### config.mk
export PLATFORM = sky130hd
export DESIGN_NAME = wsf_top
export DESIGN_NICKNAME = d
export VERILOG_FILES = /design/src/wsf_pkg.sv /design/src/wsf_edge_filter.sv /design/src/wsf_diag.sv /design/src/wsf_top.sv
export SDC_FILE = /design/constraint.sdc
export NUM_CORES = 1
export LEC_CHECK = 0
export BUFFER_PORTS_ARGS = -buffer_cell sky130_fd_sc_hd__buf_4
export CAP_MARGIN = 25
export CORE_UTILIZATION = 30
export CTS_BUF_LIST = sky130_fd_sc_hd__clkbuf_16
export DETAILED_ROUTE_END_ITERATION = 12
export GPL_ROUTABILITY_DRIVEN = 0
export SYNTH_ARGS = -nofsm -noshare
export SYNTH_HDL_FRONTEND = slang
export SYNTH_SLANG_ARGS = --single-unit
### constraint.sdc
create_clock -name clk_i -period 4.9 [get_ports clk_i]
set_input_delay 0.245 -clock clk_i [delete_from_list [all_inputs] [get_ports clk_i]]
set_output_delay 0.245 -clock clk_i [all_outputs]
set_load 0.03 [all_outputs]
### src/wsf_pkg.sv
// Package for the wheel sensor adaptive filter: register map, fields,
// timing constants and carrier structs.
// Assumes a 100 MHz clock and a 32-bit classic Wishbone register bus.
package wsf_pkg;

   // ----------------------------------------------------------------
   // Timing
   // ----------------------------------------------------------------
   localparam int CLK_MHZ = 100;
   localparam int T_FILT_MIN_US = 4;
   localparam int T_FILT_MAX_US = 200;
   localparam int T_DIAG_MS = 5;
   localparam int FILT_MIN_CYC = T_FILT_MIN_US * CLK_MHZ;
   localparam int FILT_MAX_CYC = T_FILT_MAX_US * CLK_MHZ;
   localparam int DIAG_CYC = T_DIAG_MS * 1000 * CLK_MHZ;
   localparam int PER_W = 24;
   localparam int PER_SHIFT = 5;

   // ----------------------------------------------------------------
   // Register byte addresses
   // ----------------------------------------------------------------
   localparam logic [7:0] ADDR_MODE = 8'h00;
   localparam logic [7:0] ADDR_HYST = 8'h04;
   localparam logic [7:0] ADDR_OVRD = 8'h08;
   localparam logic [7:0] ADDR_DIAG = 8'h0C;
   localparam logic [7:0] ADDR_STAT = 8'h10;
   localparam logic [7:0] ADDR_IRQ_ST = 8'h14;
   localparam logic [7:0] ADDR_IRQ_EN = 8'h18;
   localparam logic [7:0] ADDR_IRQ_CLR = 8'h1C;

   // ----------------------------------------------------------------
   // Field positions
   // ----------------------------------------------------------------
   localparam int MODE_EN_BIT = 0;
   localparam int MODE_FULL_BIT = 1;
   localparam int MODE_CODE_LSB = 2;
   localparam int HYST_MIN_LSB = 0;
   localparam int HYST_FORCE_BIT = 5;
   localparam int OVRD_FIXED_BIT = 4;
   localparam int DIAG_REQ_BIT = 0;
   localparam int HYST_W = 3;
   localparam int IRQ_W = 2;
   localparam int IRQ_DIAG_DONE = 0;
   localparam int IRQ_EDGE = 1;

   // ----------------------------------------------------------------
   // Reset values and codes
   // ----------------------------------------------------------------
   localparam logic [1:0] CODE_RISE_COMP = 2'h0;
   localparam logic [1:0] CODE_RISE_FILT = 2'h1;
   localparam logic [1:0] CODE_BOTH_COMP = 2'h2;
   localparam logic [1:0] CODE_BOTH_FILT = 2'h3;
   localparam logic [HYST_W-1:0] HYST_LOWEST = 3'h0;
   localparam logic [HYST_W-1:0] HYST_MIN_RST = 3'h0;

   // ----------------------------------------------------------------
   // Carrier types
   // ----------------------------------------------------------------
   typedef struct packed {
      logic enable;
      logic full_adaptive;
      logic [1:0] code;
      logic fixed_filter;
      logic hyst_force;
      logic [HYST_W-1:0] hyst_min;
   } wsf_cfg_t;

   typedef struct packed {
      logic sensor_open;
      logic short_gnd;
      logic short_bat;
   } wsf_fault_t;

   typedef enum logic [1:0] {
      DG_IDLE = 2'b00,
      DG_RUN = 2'b01,
      DG_DONE = 2'b11
   } wsf_diag_st_t;

endpackage

### src/wsf_edge_filter.sv
// Edge filter and masking of the squared wheel signal.
// Assumes the squared comparator signal is synchronous to clk_i.
`timescale 1ns/10ps
module wsf_edge_filter #(
   parameter int PER_W = wsf_pkg::PER_W
) (
   input wire logic clk_i,
   input wire logic rst_i,
   input wire logic active_i,
   input wire logic both_edges_i,
   input wire logic sq_i,
   input wire logic [PER_W-1:0] tfilt_i,
   output logic out_o,
   output logic rise_o
);

   logic sq_d_ff;
   logic [PER_W-1:0] cnt_ff;
   logic mask_ff;

   // ----------------------------------------------------------------
   // Delay rising edges, mask or delay falling edges
   // ----------------------------------------------------------------
   always_ff @(posedge clk_i) begin
      if (rst_i || !active_i) begin
         out_o <= 1'b0;
         cnt_ff <= '0;
         mask_ff <= 1'b0;
         sq_d_ff <= 1'b0;
         rise_o <= 1'b0;
      end else begin
         sq_d_ff <= sq_i;
         rise_o <= 1'b0;
         if (mask_ff) begin
            // Transitions ignored during masking [RULE3]
            if (cnt_ff >= tfilt_i) begin
               mask_ff <= 1'b0;
               cnt_ff <= '0;
            end else begin
               cnt_ff <= cnt_ff + 1'b1;
            end
         end else if (sq_i != out_o) begin
            if (!out_o || both_edges_i) begin
               // Edge passes only after stable for filter time [RULE3] [RULE5]
               if (sq_i != sq_d_ff) begin
                  cnt_ff <= '0;
               end else if (cnt_ff >= tfilt_i) begin
                  out_o <= sq_i;
                  rise_o <= sq_i;
                  cnt_ff <= '0;
               end else begin
                  cnt_ff <= cnt_ff + 1'b1;
               end
            end else begin
               // Falling edge passes at once, then mask [RULE3]
               out_o <= 1'b0;
               mask_ff <= 1'b1;
               cnt_ff <= '0;
            end
         end else begin
            cnt_ff <= '0;
         end
      end
   end

   property p_fall_mask;
      @(posedge clk_i) disable iff (rst_i)
      (active_i && !both_edges_i && out_o && !sq_i && !mask_ff)
      |=> (!out_o && mask_ff);
   endproperty
   a_fall_mask: assert property (p_fall_mask) // [RULE3]
      else $error("falling edge not followed by masking");

   property p_rise_out;
      @(posedge clk_i) disable iff (rst_i)
      rise_o |-> out_o;
   endproperty
   a_rise_out: assert property (p_rise_out) // [RULE3]
      else $error("rise flag without filtered output high");

endmodule

### src/wsf_diag.sv
// Sensor diagnosis sequencer: runs at least the settle time, then
// latches result and state.
// Assumes fault inputs from the analogue front end are synchronous.
`timescale 1ns/10ps
module wsf_diag #(
   parameter int DIAG_CYC = wsf_pkg::DIAG_CYC
) (
   input wire logic clk_i,
   input wire logic rst_i,
   input wire logic req_i,
   input wire wsf_pkg::wsf_fault_t fault_i,
   output logic busy_o,
   output logic done_o,
   output logic result_o,
   output logic state_o
);

   localparam int CW = $clog2(DIAG_CYC + 1);
   localparam logic [CW-1:0] LAST = CW'(DIAG_CYC - 1);

   wsf_pkg::wsf_diag_st_t st_ff;
   logic [CW-1:0] cnt_ff;

   // ----------------------------------------------------------------
   // Sequencer
   // ----------------------------------------------------------------
   always_ff @(posedge clk_i) begin
      if (rst_i) begin
         st_ff <= wsf_pkg::DG_IDLE;
         cnt_ff <= '0;
         done_o <= 1'b0;
         result_o <= 1'b0;
         state_o <= 1'b0;
      end else begin
         done_o <= 1'b0;
         case (st_ff)
            wsf_pkg::DG_IDLE: begin
               cnt_ff <= '0;
               if (req_i) begin
                  st_ff <= wsf_pkg::DG_RUN; // [RULE12]
               end
            end
            wsf_pkg::DG_RUN: begin
               if (cnt_ff == LAST) begin // [RULE14]
                  st_ff <= wsf_pkg::DG_DONE;
               end else begin
                  cnt_ff <= cnt_ff + 1'b1;
               end
            end
            wsf_pkg::DG_DONE: begin
               // Last step overwrites both bits [RULE15]
               result_o <= fault_i.sensor_open | fault_i.short_gnd
                  | fault_i.short_bat;
               state_o <= 1'b1;
               done_o <= 1'b1;
               st_ff <= wsf_pkg::DG_IDLE;
            end
            default: st_ff <= wsf_pkg::DG_IDLE;
         endcase
      end
   end

   assign busy_o = (st_ff != wsf_pkg::DG_IDLE);

   property p_min_time;
      @(posedge clk_i) disable iff (rst_i)
      (st_ff == wsf_pkg::DG_RUN) && (cnt_ff != LAST)
      |=> (st_ff == wsf_pkg::DG_RUN);
   endproperty
   a_min_time: assert property (p_min_time) // [RULE14]
      else $error("diagnosis ended early");

   property p_done_bits;
      @(posedge clk_i) disable iff (rst_i)
      done_o |-> (state_o && !busy_o);
   endproperty
   a_done_bits: assert property (p_done_bits) // [RULE15]
      else $error("completion without state bit or still busy");

endmodule

### src/wsf_top.sv
// Wheel sensor adaptive filter: Wishbone registers, adaptive filter
// time, hysteresis control and diagnosis.
// Assumes a synchronous squared comparator input and one 100 MHz clock.
//
// Overview of operation
// RULE1 - Two-bit code picks hysteresis feedback: comparator or filter output.
// RULE2 - Code picks filtering on rising edge only or on both edges.
// RULE3 - Codes 00/01: rise delayed period/32; fall then period/32 masking.
// RULE4 - Code 01 takes hysteresis feedback after the filter block.
// RULE5 - Code 10 filters falling edges too; code 11 combines 01 and 10.
// RULE6 - Fixed-filter bit holds filter time at about 4 us.
// RULE7 - Limited adaptive mode uses a fixed 4 us filter.
// RULE8 - Limited mode: hysteresis never below the programmed minimum.
// RULE9 - Hysteresis-override bit forces the lowest hysteresis level.
// RULE10 - Host clears the override bit after a new minimum.
// RULE11 - Diagnosis not offered in limited adaptive mode.
// RULE12 - Diagnosis request runs open/short checks on the sensor.
// RULE13 - During diagnosis the output does not follow the sensor.
// RULE14 - Diagnosis lasts at least 5 ms.
// RULE15 - Diagnosis ends by writing result and state bits.
// RULE16 - Fully adaptive: next filter time is previous period over 32.
// RULE17 - Filter time resets to 200 us max, min 4 us; enable resets.
// RULE18 - Mode bit picks full or limited adaptive; limited by default.
// RULE19 - Period, filter and mask timers are clocked counters reset.
//
// The Wishbone slave port and the address map were left to the implementer.
`timescale 1ns/10ps
module wsf_top #(
   parameter int PER_W = wsf_pkg::PER_W,
   parameter int DIAG_CYC = wsf_pkg::DIAG_CYC
) (
   input wire logic clk_i,
   input wire logic rst_i,
   input wire logic cyc_i,
   input wire logic stb_i,
   input wire logic we_i,
   input wire logic [7:0] adr_i,
   input wire logic [3:0] sel_i,
   input wire logic [31:0] dat_i,
   output logic [31:0] dat_o,
   output logic ack_o,
   input wire logic [wsf_pkg::HYST_W-1:0] peak_level_i,
   input wire logic sq_i,
   input wire wsf_pkg::wsf_fault_t fault_i,
   output logic wheel_o,
   output logic hyst_fb_o,
   output logic [wsf_pkg::HYST_W-1:0] hyst_level_o,
   output logic diag_mode_o,
   output logic irq_o
);

   localparam logic [PER_W-1:0] TMAX = PER_W'(wsf_pkg::FILT_MAX_CYC);
   localparam logic [PER_W-1:0] TMIN = PER_W'(wsf_pkg::FILT_MIN_CYC);

   wsf_pkg::wsf_cfg_t cfg_ff;
   logic diag_req_ff;
   logic [wsf_pkg::IRQ_W-1:0] irq_st_ff;
   logic [wsf_pkg::IRQ_W-1:0] irq_en_ff;
   logic [PER_W-1:0] per_cnt_ff;
   logic [PER_W-1:0] tfilt_ff;
   logic [PER_W-1:0] tfilt_use;
   logic [PER_W-1:0] nxt_tfilt;
   logic en_d_ff;
   logic filt_out;
   logic filt_rise;
   logic diag_busy;
   logic diag_done;
   logic diag_res;
   logic diag_state;
   logic wb_req;
   logic wb_wr;
   logic [wsf_pkg::IRQ_W-1:0] irq_set;
   logic [31:0] rd_data;

   assign wb_req = cyc_i && stb_i && !ack_o;
   assign wb_wr = wb_req && we_i && sel_i[0];

   // ----------------------------------------------------------------
   // Wishbone slave: one wait state, ack for one cycle
   // ----------------------------------------------------------------
   always_ff @(posedge clk_i) begin
      if (rst_i) begin
         ack_o <= 1'b0;
         dat_o <= 32'h0000_0000;
      end else begin
         ack_o <= wb_req;
         dat_o <= wb_req ? rd_data : 32'h0000_0000;
      end
   end

   always_comb begin
      rd_data = 32'h0000_0000;
      case (adr_i)
         wsf_pkg::ADDR_MODE: begin
            rd_data[wsf_pkg::MODE_EN_BIT] = cfg_ff.enable;
            rd_data[wsf_pkg::MODE_FULL_BIT] = cfg_ff.full_adaptive;
            rd_data[wsf_pkg::MODE_CODE_LSB +: 2] = cfg_ff.code;
         end
         wsf_pkg::ADDR_HYST: begin
            rd_data[wsf_pkg::HYST_MIN_LSB +: wsf_pkg::HYST_W] =
               cfg_ff.hyst_min;
            rd_data[wsf_pkg::HYST_FORCE_BIT] = cfg_ff.hyst_force;
         end
         wsf_pkg::ADDR_OVRD: begin
            rd_data[wsf_pkg::OVRD_FIXED_BIT] = cfg_ff.fixed_filter;
         end
         wsf_pkg::ADDR_DIAG: begin
            rd_data[wsf_pkg::DIAG_REQ_BIT] = diag_busy;
         end
         wsf_pkg::ADDR_STAT: begin
            rd_data[0] = diag_res;
            rd_data[1] = diag_state;
            rd_data[2] = wheel_o;
            rd_data[PER_W+7:8] = tfilt_use;
         end
         wsf_pkg::ADDR_IRQ_ST: begin
            rd_data[wsf_pkg::IRQ_W-1:0] = irq_st_ff;
         end
         wsf_pkg::ADDR_IRQ_EN: begin
            rd_data[wsf_pkg::IRQ_W-1:0] = irq_en_ff;
         end
         default: rd_data = 32'h0000_0000;
      endcase
   end

   // ----------------------------------------------------------------
   // Configuration registers
   // ----------------------------------------------------------------
   always_ff @(posedge clk_i) begin
      if (rst_i) begin
         cfg_ff.enable <= 1'b0;
         cfg_ff.full_adaptive <= 1'b0; // [RULE18]
         cfg_ff.code <= wsf_pkg::CODE_RISE_COMP;
         cfg_ff.fixed_filter <= 1'b0;
         cfg_ff.hyst_force <= 1'b0;
         cfg_ff.hyst_min <= wsf_pkg::HYST_MIN_RST;
         irq_en_ff <= '0;
      end else if (wb_wr) begin
         case (adr_i)
            wsf_pkg::ADDR_MODE: begin
               cfg_ff.enable <= dat_i[wsf_pkg::MODE_EN_BIT];
               cfg_ff.full_adaptive <= dat_i[wsf_pkg::MODE_FULL_BIT];
               cfg_ff.code <= dat_i[wsf_pkg::MODE_CODE_LSB +: 2];
            end
            wsf_pkg::ADDR_HYST: begin
               cfg_ff.hyst_min <=
                  dat_i[wsf_pkg::HYST_MIN_LSB +: wsf_pkg::HYST_W];
               cfg_ff.hyst_force <= dat_i[wsf_pkg::HYST_FORCE_BIT];
            end
            wsf_pkg::ADDR_OVRD: begin
               cfg_ff.fixed_filter <= dat_i[wsf_pkg::OVRD_FIXED_BIT];
            end
            wsf_pkg::ADDR_IRQ_EN: begin
               irq_en_ff <= dat_i[wsf_pkg::IRQ_W-1:0];
            end
            default: ;
         endcase
      end
   end

   // Request pulse; ignored in limited mode or while busy [RULE11]
   always_ff @(posedge clk_i) begin
      if (rst_i) begin
         diag_req_ff <= 1'b0;
      end else begin
         diag_req_ff <= wb_wr && (adr_i == wsf_pkg::ADDR_DIAG)
            && dat_i[wsf_pkg::DIAG_REQ_BIT] && cfg_ff.full_adaptive
            && !diag_busy;
      end
   end

   // ----------------------------------------------------------------
   // Period measurement and adaptive filter time
   // ----------------------------------------------------------------
   always_comb begin
      nxt_tfilt = per_cnt_ff >> wsf_pkg::PER_SHIFT; // [RULE16]
      if (nxt_tfilt > TMAX) begin
         nxt_tfilt = TMAX; // [RULE17]
      end else if (nxt_tfilt < TMIN) begin
         nxt_tfilt = TMIN;
      end
   end

   always_ff @(posedge clk_i) begin
      if (rst_i) begin
         per_cnt_ff <= '0; // [RULE19]
         tfilt_ff <= TMAX; // [RULE17]
         en_d_ff <= 1'b0;
      end else begin
         en_d_ff <= cfg_ff.enable;
         if (cfg_ff.enable && !en_d_ff) begin
            tfilt_ff <= TMAX; // [RULE17]
            per_cnt_ff <= '0;
         end else if (filt_rise) begin
            // Every filtered rise loads the clamped period/32 [RULE16]
            tfilt_ff <= nxt_tfilt;
            per_cnt_ff <= '0;
         end else if (per_cnt_ff != '1) begin
            per_cnt_ff <= per_cnt_ff + 1'b1;
         end
      end
   end

   // Fixed 4 us in limited mode or with the fixed bit [RULE6] [RULE7]
   assign tfilt_use = (cfg_ff.fixed_filter || !cfg_ff.full_adaptive)
      ? TMIN : tfilt_ff;

   wsf_edge_filter #(
      .PER_W(PER_W)
   ) u_filt (
      .clk_i(clk_i),
      .rst_i(rst_i),
      .active_i(cfg_ff.enable && !diag_busy),
      .both_edges_i(cfg_ff.code[1]), // [RULE2] [RULE5]
      .sq_i(sq_i),
      .tfilt_i(tfilt_use),
      .out_o(filt_out),
      .rise_o(filt_rise)
   );

   wsf_diag #(
      .DIAG_CYC(DIAG_CYC)
   ) u_diag (
      .clk_i(clk_i),
      .rst_i(rst_i),
      .req_i(diag_req_ff),
      .fault_i(fault_i),
      .busy_o(diag_busy),
      .done_o(diag_done),
      .result_o(diag_res),
      .state_o(diag_state)
   );

   // ----------------------------------------------------------------
   // Outputs: wheel, hysteresis feedback and level
   // ----------------------------------------------------------------
   always_ff @(posedge clk_i) begin
      if (rst_i) begin
         wheel_o <= 1'b0;
         hyst_fb_o <= 1'b0;
         hyst_level_o <= wsf_pkg::HYST_LOWEST;
         diag_mode_o <= 1'b0;
      end else begin
         wheel_o <= diag_busy ? 1'b0 : filt_out; // [RULE13]
         diag_mode_o <= diag_busy;
         // Feedback source by code bit 0 [RULE1] [RULE4]
         hyst_fb_o <= cfg_ff.code[0] ? filt_out : sq_i;
         if (cfg_ff.hyst_force) begin
            hyst_level_o <= wsf_pkg::HYST_LOWEST; // [RULE9]
         end else if (!cfg_ff.full_adaptive
               && peak_level_i < cfg_ff.hyst_min) begin
            hyst_level_o <= cfg_ff.hyst_min; // [RULE8]
         end else begin
            hyst_level_o <= peak_level_i;
         end
      end
   end

   // ----------------------------------------------------------------
   // Interrupts: set wins over clear
   // ----------------------------------------------------------------
   assign irq_set = {filt_rise, diag_done};

   always_ff @(posedge clk_i) begin
      if (rst_i) begin
         irq_st_ff <= '0;
         irq_o <= 1'b0;
      end else begin
         if (wb_wr && adr_i == wsf_pkg::ADDR_IRQ_CLR) begin
            irq_st_ff <= (irq_st_ff & ~dat_i[wsf_pkg::IRQ_W-1:0])
               | irq_set;
         end else begin
            irq_st_ff <= irq_st_ff | irq_set;
         end
         irq_o <= |(irq_st_ff & irq_en_ff);
      end
   end

   // ----------------------------------------------------------------
   // Assertions
   // ----------------------------------------------------------------
   property p_force_low;
      @(posedge clk_i) disable iff (rst_i)
      cfg_ff.hyst_force |=> (hyst_level_o == wsf_pkg::HYST_LOWEST);
   endproperty
   a_force_low: assert property (p_force_low) // [RULE9]
      else $error("override did not force lowest hysteresis");

   property p_hyst_min;
      @(posedge clk_i) disable iff (rst_i)
      (!cfg_ff.full_adaptive && !cfg_ff.hyst_force)
      |=> (hyst_level_o >= $past(cfg_ff.hyst_min));
   endproperty
   a_hyst_min: assert property (p_hyst_min) // [RULE8]
      else $error("hysteresis below minimum in limited mode");

   property p_fixed;
      @(posedge clk_i) disable iff (rst_i)
      (cfg_ff.fixed_filter || !cfg_ff.full_adaptive) |-> tfilt_use == TMIN;
   endproperty
   a_fixed: assert property (p_fixed) // [RULE6]
      else $error("filter time not fixed");

   property p_no_diag_lim;
      @(posedge clk_i) disable iff (rst_i)
      !cfg_ff.full_adaptive |=> !diag_req_ff;
   endproperty
   a_no_diag_lim: assert property (p_no_diag_lim) // [RULE11]
      else $error("diagnosis started in limited mode");

   property p_diag_quiet;
      @(posedge clk_i) disable iff (rst_i)
      diag_busy |=> !wheel_o;
   endproperty
   a_diag_quiet: assert property (p_diag_quiet) // [RULE13]
      else $error("output followed sensor during diagnosis");

   property p_fb_src;
      @(posedge clk_i) disable iff (rst_i)
      1'b1 |=> hyst_fb_o == ($past(cfg_ff.code[0]) ? $past(filt_out)
         : $past(sq_i));
   endproperty
   a_fb_src: assert property (p_fb_src) // [RULE1]
      else $error("wrong hysteresis feedback source");

   property p_reset_max;
      @(posedge clk_i) rst_i |=> tfilt_ff == TMAX;
   endproperty
   a_reset_max: assert property (p_reset_max) // [RULE17]
      else $error("filter time not at maximum after reset");

   property p_bounds;
      @(posedge clk_i) disable iff (rst_i)
      tfilt_ff >= TMIN && tfilt_ff <= TMAX;
   endproperty
   a_bounds: assert property (p_bounds) // [RULE16]
      else $error("filter time out of range");

   c_diag: cover property (@(posedge clk_i) disable iff (rst_i) diag_done);
   c_rise: cover property (@(posedge clk_i) disable iff (rst_i) filt_rise);
   c_irq: cover property (@(posedge clk_i) disable iff (rst_i) irq_o);

endmodule

# Word level (Yosys, flattened, before mapping)
# Index checks and enable logic that the tools add are counted.
# classes
addsub	3
mul	0
div	0
magnitude_cmp	4
eq_ne	18
shifts	0
muxes	27
bitwise	16
n_reduce_logical	43
# ops
operator	count
$mux 24	6
$mux 19	3
$add 24x1->24 const B	2
$pmux 19 s2	1
$eq 8x5->1 const B	4
$ge 24x24->1	1
$ne 24x24->1 const B	1
$add 19x1->19 const B	1
$eq 19x19->1 const B	1
$gt 19x15->1 const B	1
$lt 19x9->1 const B	1
$eq 8x4->1 const B	2
$reduce_or 3->1	5
$logic_and 1x1->1	12
$reduce_and 2->1	6
$reduce_or 2->1	5
$mux 1	9
$not 1->1	9
$eq 8x3->1 const B	1
$logic_not 8->1	1
$ne 2x2->1 const B	4
$logic_not 1->1	6
$mux 2	3
$pmux 1 s6	1
other kinds (18)	25
# word_totals
ff_bits	155
latchBits	0
ramBits	0
romBits	0
input_bits	56
word_cells	145
n_memories	0

# Logic depth before layout (Yosys ltp)
# depth
depth_word	9
ltp_mapped	12
depth_no_buf	9

# Cells and area by module
# A second synthesis with hierarchy kept.
# hier_totals
cells_unflattened	788
hier_area_um2	6954.2
# by_module_without_submodules
module	instances	cells_each	area_each_um2	seq_area_each_um2
wsf_top	1	417	3913.8	1821.7
wsf_edge_filter	1	218	1781.7	560.5
wsf_diag	1	153	1258.7	480.5

# Worst setup path before layout
# No wires, ideal clock.
# synth_timing
path_type	reg-to-reg
start	register cfg_ff[7] (netlist name)
end	register u_filt.cnt_ff[12]
arrival_time_ps	2717
required_ps	4772
slack_ps	2055
stages_incl_launch_ff	12
period_less_slack_ps	2845
path_cell_list	dfxtp_1 > nor2b_1 > clkbuf_1 > clkbuf_1 > nand2_1 > ha_1 > nand3_1 > or4_1 > o221ai_1 > or3_1 > clkbuf_1 > nor2_1
# synth_between
elab_chain_len	9
# synth_lines
element	line	text
from (decl)	wsf_top.sv:55	wsf_pkg::wsf_cfg_t cfg_ff;
$logic_not 1->1 (*)	wsf_top.sv:205	assign tfilt_use = (cfg_ff.fixed_filter || !cfg_ff.full_adaptive)
$logic_or 1x1->1 (*)	wsf_top.sv:205	
$mux 24 (*)	wsf_top.sv:206	? TMIN : tfilt_ff;
$ge 24x24->1 (*)	wsf_edge_filter.sv:36, wsf_edge_filter.sv:47	
$mux 24 (*)	wsf_edge_filter.sv:36, wsf_edge_filter.sv:47	
$mux 24	wsf_edge_filter.sv:45	if (sq_i != sq_d_ff) begin
$mux 24	wsf_edge_filter.sv:43	if (!out_o || both_edges_i) begin
$mux 24	wsf_edge_filter.sv:42	end else if (sq_i != out_o) begin
$mux 24 (*)	wsf_edge_filter.sv:34	if (mask_ff) begin
to (signal assigned)	wsf_edge_filter.sv:40	cnt_ff <= cnt_ff + 1'b1;
to (signal assigned)	wsf_edge_filter.sv:52	cnt_ff <= cnt_ff + 1'b1;
to (decl)	wsf_edge_filter.sv:18	logic [PER_W-1:0] cnt_ff;
# Mark *: on every way between the ends. The rest lies on a longest branch, timed or not.
# A chain may end at the register's enable or synchronous reset.

# Worst setup path after layout
# layout_timing
start	register cfg_ff[7] (netlist name)
end	register u_filt.cnt_ff[5]
# Same word-level chain as after synthesis.

==> results.json <==
{
  "synth-main-ff-cell": "dfxtp_1",
  "die-width_um": 146,
  "worstPathMaxFanout": 20,
  "ant_nets": 0,
  "initial_core_util_pct": 30.6,
  "holdCritPathClass": "in -> reg",
  "fin_skew_ps": 8.08,
  "synth_seq_area_share_pct": 46.0,
  "max_freq_ghz": 0.314,
  "track_usage_pct": 13.1,
  "port-buffer-count": 59,
  "cp.required_ps": 5250,
  "wl_mm": 13.4,
  "hold_end": "cfg_ff[2]$_SDFFE_PP0P_",
  "rsz0062_at_grt": "no",
  "yosysWarningCount": 0,
  "ys_async_sr_fraction_pct": 0,
  "synth_top_area_share_pct": 46.0,
  "finalCritPeriodShare_pct": 65.0,
  "setup_violations": 0,
  "drcViolationCount": 0,
  "period_minus_slack_ps": 3180,
  "vias_per_cell": 4.79,
  "drv_cap": 0,
  "num-nets-final": 851,
  "final.setup.tns_ps": 0,
  "reg2reg_setup_slack_ps": 1720,
  "critPathLaunchType": "flip-flop",
  "fillCellCount": 2101,
  "cts_root_buf": "clkbuf_16",
  "area_delta_synth_final_pct": 21.3,
  "core_um2": 20300,
  "cts_max_path_buffers": 2,
  "yosys.area.top_type": "dfxtp_1",
  "synth_seq_cells": 143,
  "r2r-start": "cfg_ff[7]$_SDFFE_PP0P_",
  "final_max_slew_viol_count": 0,
  "ir_drop_mv": 0.213,
  "synth_cell_types": 63,
  "tightest_slew_ps": 893,
  "endpoint_kind": "flip-flop",
  "critical-path-slowest-cell": "or3_1",
  "antenna_found_initial": 0,
  "synth_area_leaders": "dfxtp_1 (46%), nor2_1 (6.6%), ha_1 (4.8%)",
  "first_global_vias": 4596,
  "grt_pass1_wl_mm": 22.6,
  "slowest_delay_ps": 730,
  "wl_per_cell_um": 12.7,
  "netlist_instances": 708,
  "powerDensity_nw_per_um2": 337,
  "clk_latency_ps": 420,
  "hold_viol": 0,
  "die_area_um2": 21300,
  "path_buf_inv": 1,
  "rr_endpoint": "u_filt.cnt_ff[5]$_SDFF_PP0_",
  "total_power_uw": 2540,
  "slew_headroom_pct": 40.3,
  "tritoncts": "built",
  "h-tree-depth": 4,
  "critPathKind": "reg -> reg",
  "grt_max_degree": 37,
  "cp.arrival_ps": 3530,
  "min_from": "dat_i[2]",
  "numClockSinks": 143,
  "ioPinCount": 96,
  "hold_path_depth": 3,
  "power.leakage_uw": 0.00291,
  "drive_gt1_share_pct": 14.7,
  "grt-ovfl-total": 0,
  "dp_hpwl_mm": 9.47,
  "crit_chain": "nor2b_1 > buf_4 > nand2_1 > ha_1 > a211oi_1 > o21ai_0 > a41oi_1 > o221ai_1 > or3_1 > nor2_1",
  "cts_buffers": 17,
  "rows": 52,
  "first_pass_iters": 5,
  "vias": 5047,
  "r2r_cells": 10,
  "cts_resized": 0,
  "syn_avg_cell_area_um2": 8.78,
  "syn-cell-area_um2": 6220,
  "crit_family": "simple AND/OR/NAND/NOR gates",
  "synth-edff-count": 0,
  "clkTransAtPathRegs_ps": 60,
  "outcome": "finished clean",
  "die_h_um": 146,
  "antenna_cells": 0,
  "drt_iter0_markers": 259
}
per-layer routing:
layer / vias up / track usage (%) / part of all wire [%] / wire, um
li1: 2603 / - / - / -
met1: 2330 / 17.4 / 50 / 6710
met2: 100 / 20.5 / 44 / 5930
met3: 14 / 3.13 / 4.3 / 574
met4: 0 / 5.42 / 1.2 / 163
met5: - / 0 / 0 / 0
stage by stage:
step                      utilization (%)  instance area, um2  instances  hold WS, ps  worst slack [ps]
final                                37.1                7540       1054         73.0              1720
after global routing                 37.1                7540       1054         66.7              1410
after CTS                            37.1                7520       1053         55.8              1670
after detailed placement             34.0                6910       1019          432              1720
after global placement               34.0                6900       1018          427              1730
after floorplan                         -                6250        718          323              2060
power by group:
| group | internal [uW] | switching, uW | total (uW) |
|---|---|---|---|
| Combinational | 27.4 | 43.0 | 70.5 |
| Clock | 797 | 498 | 1300 |
| Sequential | 1170 | 3.24 | 1170 |
worst min-delay path, delay by kind of cell:
family,cells,cell delay (ps)
AND/OR/NAND/NOR,1,70
AO/OA/AOI/OAI,1,50
buffers and inverters,1,90
Yosys cell counts (8+ instances only):
cell type,number
nand4_1,18
o21ai_0,25
xnor2_1,16
nor2_1,109
clkbuf_1,22
ha_1,24
nor2b_1,8
dfxtp_1,143
inv_1,17
nand2_1,67
nand3_1,25
xor2_1,22
and3_1,17
mux2i_1,10
a21oi_1,31
nor3_1,18
and4_1,10
and2_1,27
cells in the final DEF, fill, tap and decap left out, types with 17 or more instances in the layout:
| cell type | instances |
|---|---|
| clkbuf_16 | 17 |
| nor2_1 | 109 |
| nand2_1 | 67 |
| nand4_1 | 18 |
| and3_1 | 17 |
| nand3_1 | 25 |
| ha_1 | 24 |
| a21oi_1 | 31 |
| dfxtp_1 | 143 |
| inv_1 | 18 |
| buf_4 | 60 |
| xor2_1 | 22 |
| and2_1 | 27 |
| o21ai_0 | 25 |
| nor3_1 | 18 |
how the worst max path moves through the flow:
stage	from	endpoint	slack, ps	cells after the start
3_3_place_gp	cfg_ff[7]$_SDFFE_PP0P_	u_filt.cnt_ff[3]$_SDFF_PP0_	1730	10
5_1_grt	cfg_ff[7]$_SDFFE_PP0P_	u_filt.cnt_ff[9]$_SDFF_PP0_	1410	10
4_1_cts	cfg_ff[7]$_SDFFE_PP0P_	u_filt.cnt_ff[1]$_SDFF_PP0_	1670	10
3_5_place_dp	cfg_ff[7]$_SDFFE_PP0P_	u_filt.cnt_ff[1]$_SDFF_PP0_	1720	10
6_report	cfg_ff[7]$_SDFFE_PP0P_	u_filt.cnt_ff[5]$_SDFF_PP0_	1720	10
2_1_floorplan	cfg_ff[7]$_SDFFE_PP0P_	u_filt.cnt_ff[12]$_SDFF_PP0_	2060	11
cell families (layout without fill, tap and decap cells):
logic type | Yosys count | count (layout) | synth area share (%)
AND/OR/NAND/NOR | 338 | 338 | 27.4
flip-flops | 143 | 143 | 46.0
AO/OA/AOI/OAI | 105 | 105 | 10.9
buffers and inverters | 47 | 113 | 3.38
XOR/XNOR | 38 | 38 | 5.35
adder cells (fa/ha/maj) | 24 | 24 | 4.83
multiplexers | 12 | 12 | 1.97
other | 1 | 11 | 0.0603
sequential cells by signal, summed over array words and instances, names as in the netlist, 2 cells and up:
register / cells
irq_en_ff: 2
irq_st_ff: 2
per_cnt_ff: 24
dat_o: 25
hyst_level_o: 3
tfilt_ff: 19
cfg_ff: 9
u_diag.cnt_ff: 19
u_filt.cnt_ff: 24
u_diag.st_ff: 2
timing repair:
action	CTS	global route
buffers inserted	0	0
hold endpoints to repair	1	0
endpoints found under the setup margin	0	0
hold buffers	2	0
cell type report:
| class | instances | area (um2) | area share [%] |
|---|---|---|---|
| repair buffers | 64 | 497 | 6.59 |
| clock buffers | 17 | 425 | 5.64 |
| well taps | 270 | 338 | 4.48 |
| inverters | 17 | 63.8 | 0.846 |
| clock inverters | 15 | 170 | 2.26 |
| flip-flops and latches | 143 | 2860 | 38.0 |
| multi-input cells | 528 | 3180 | 42.2 |
No activity file was read; power rests on OpenSTA's default activity.
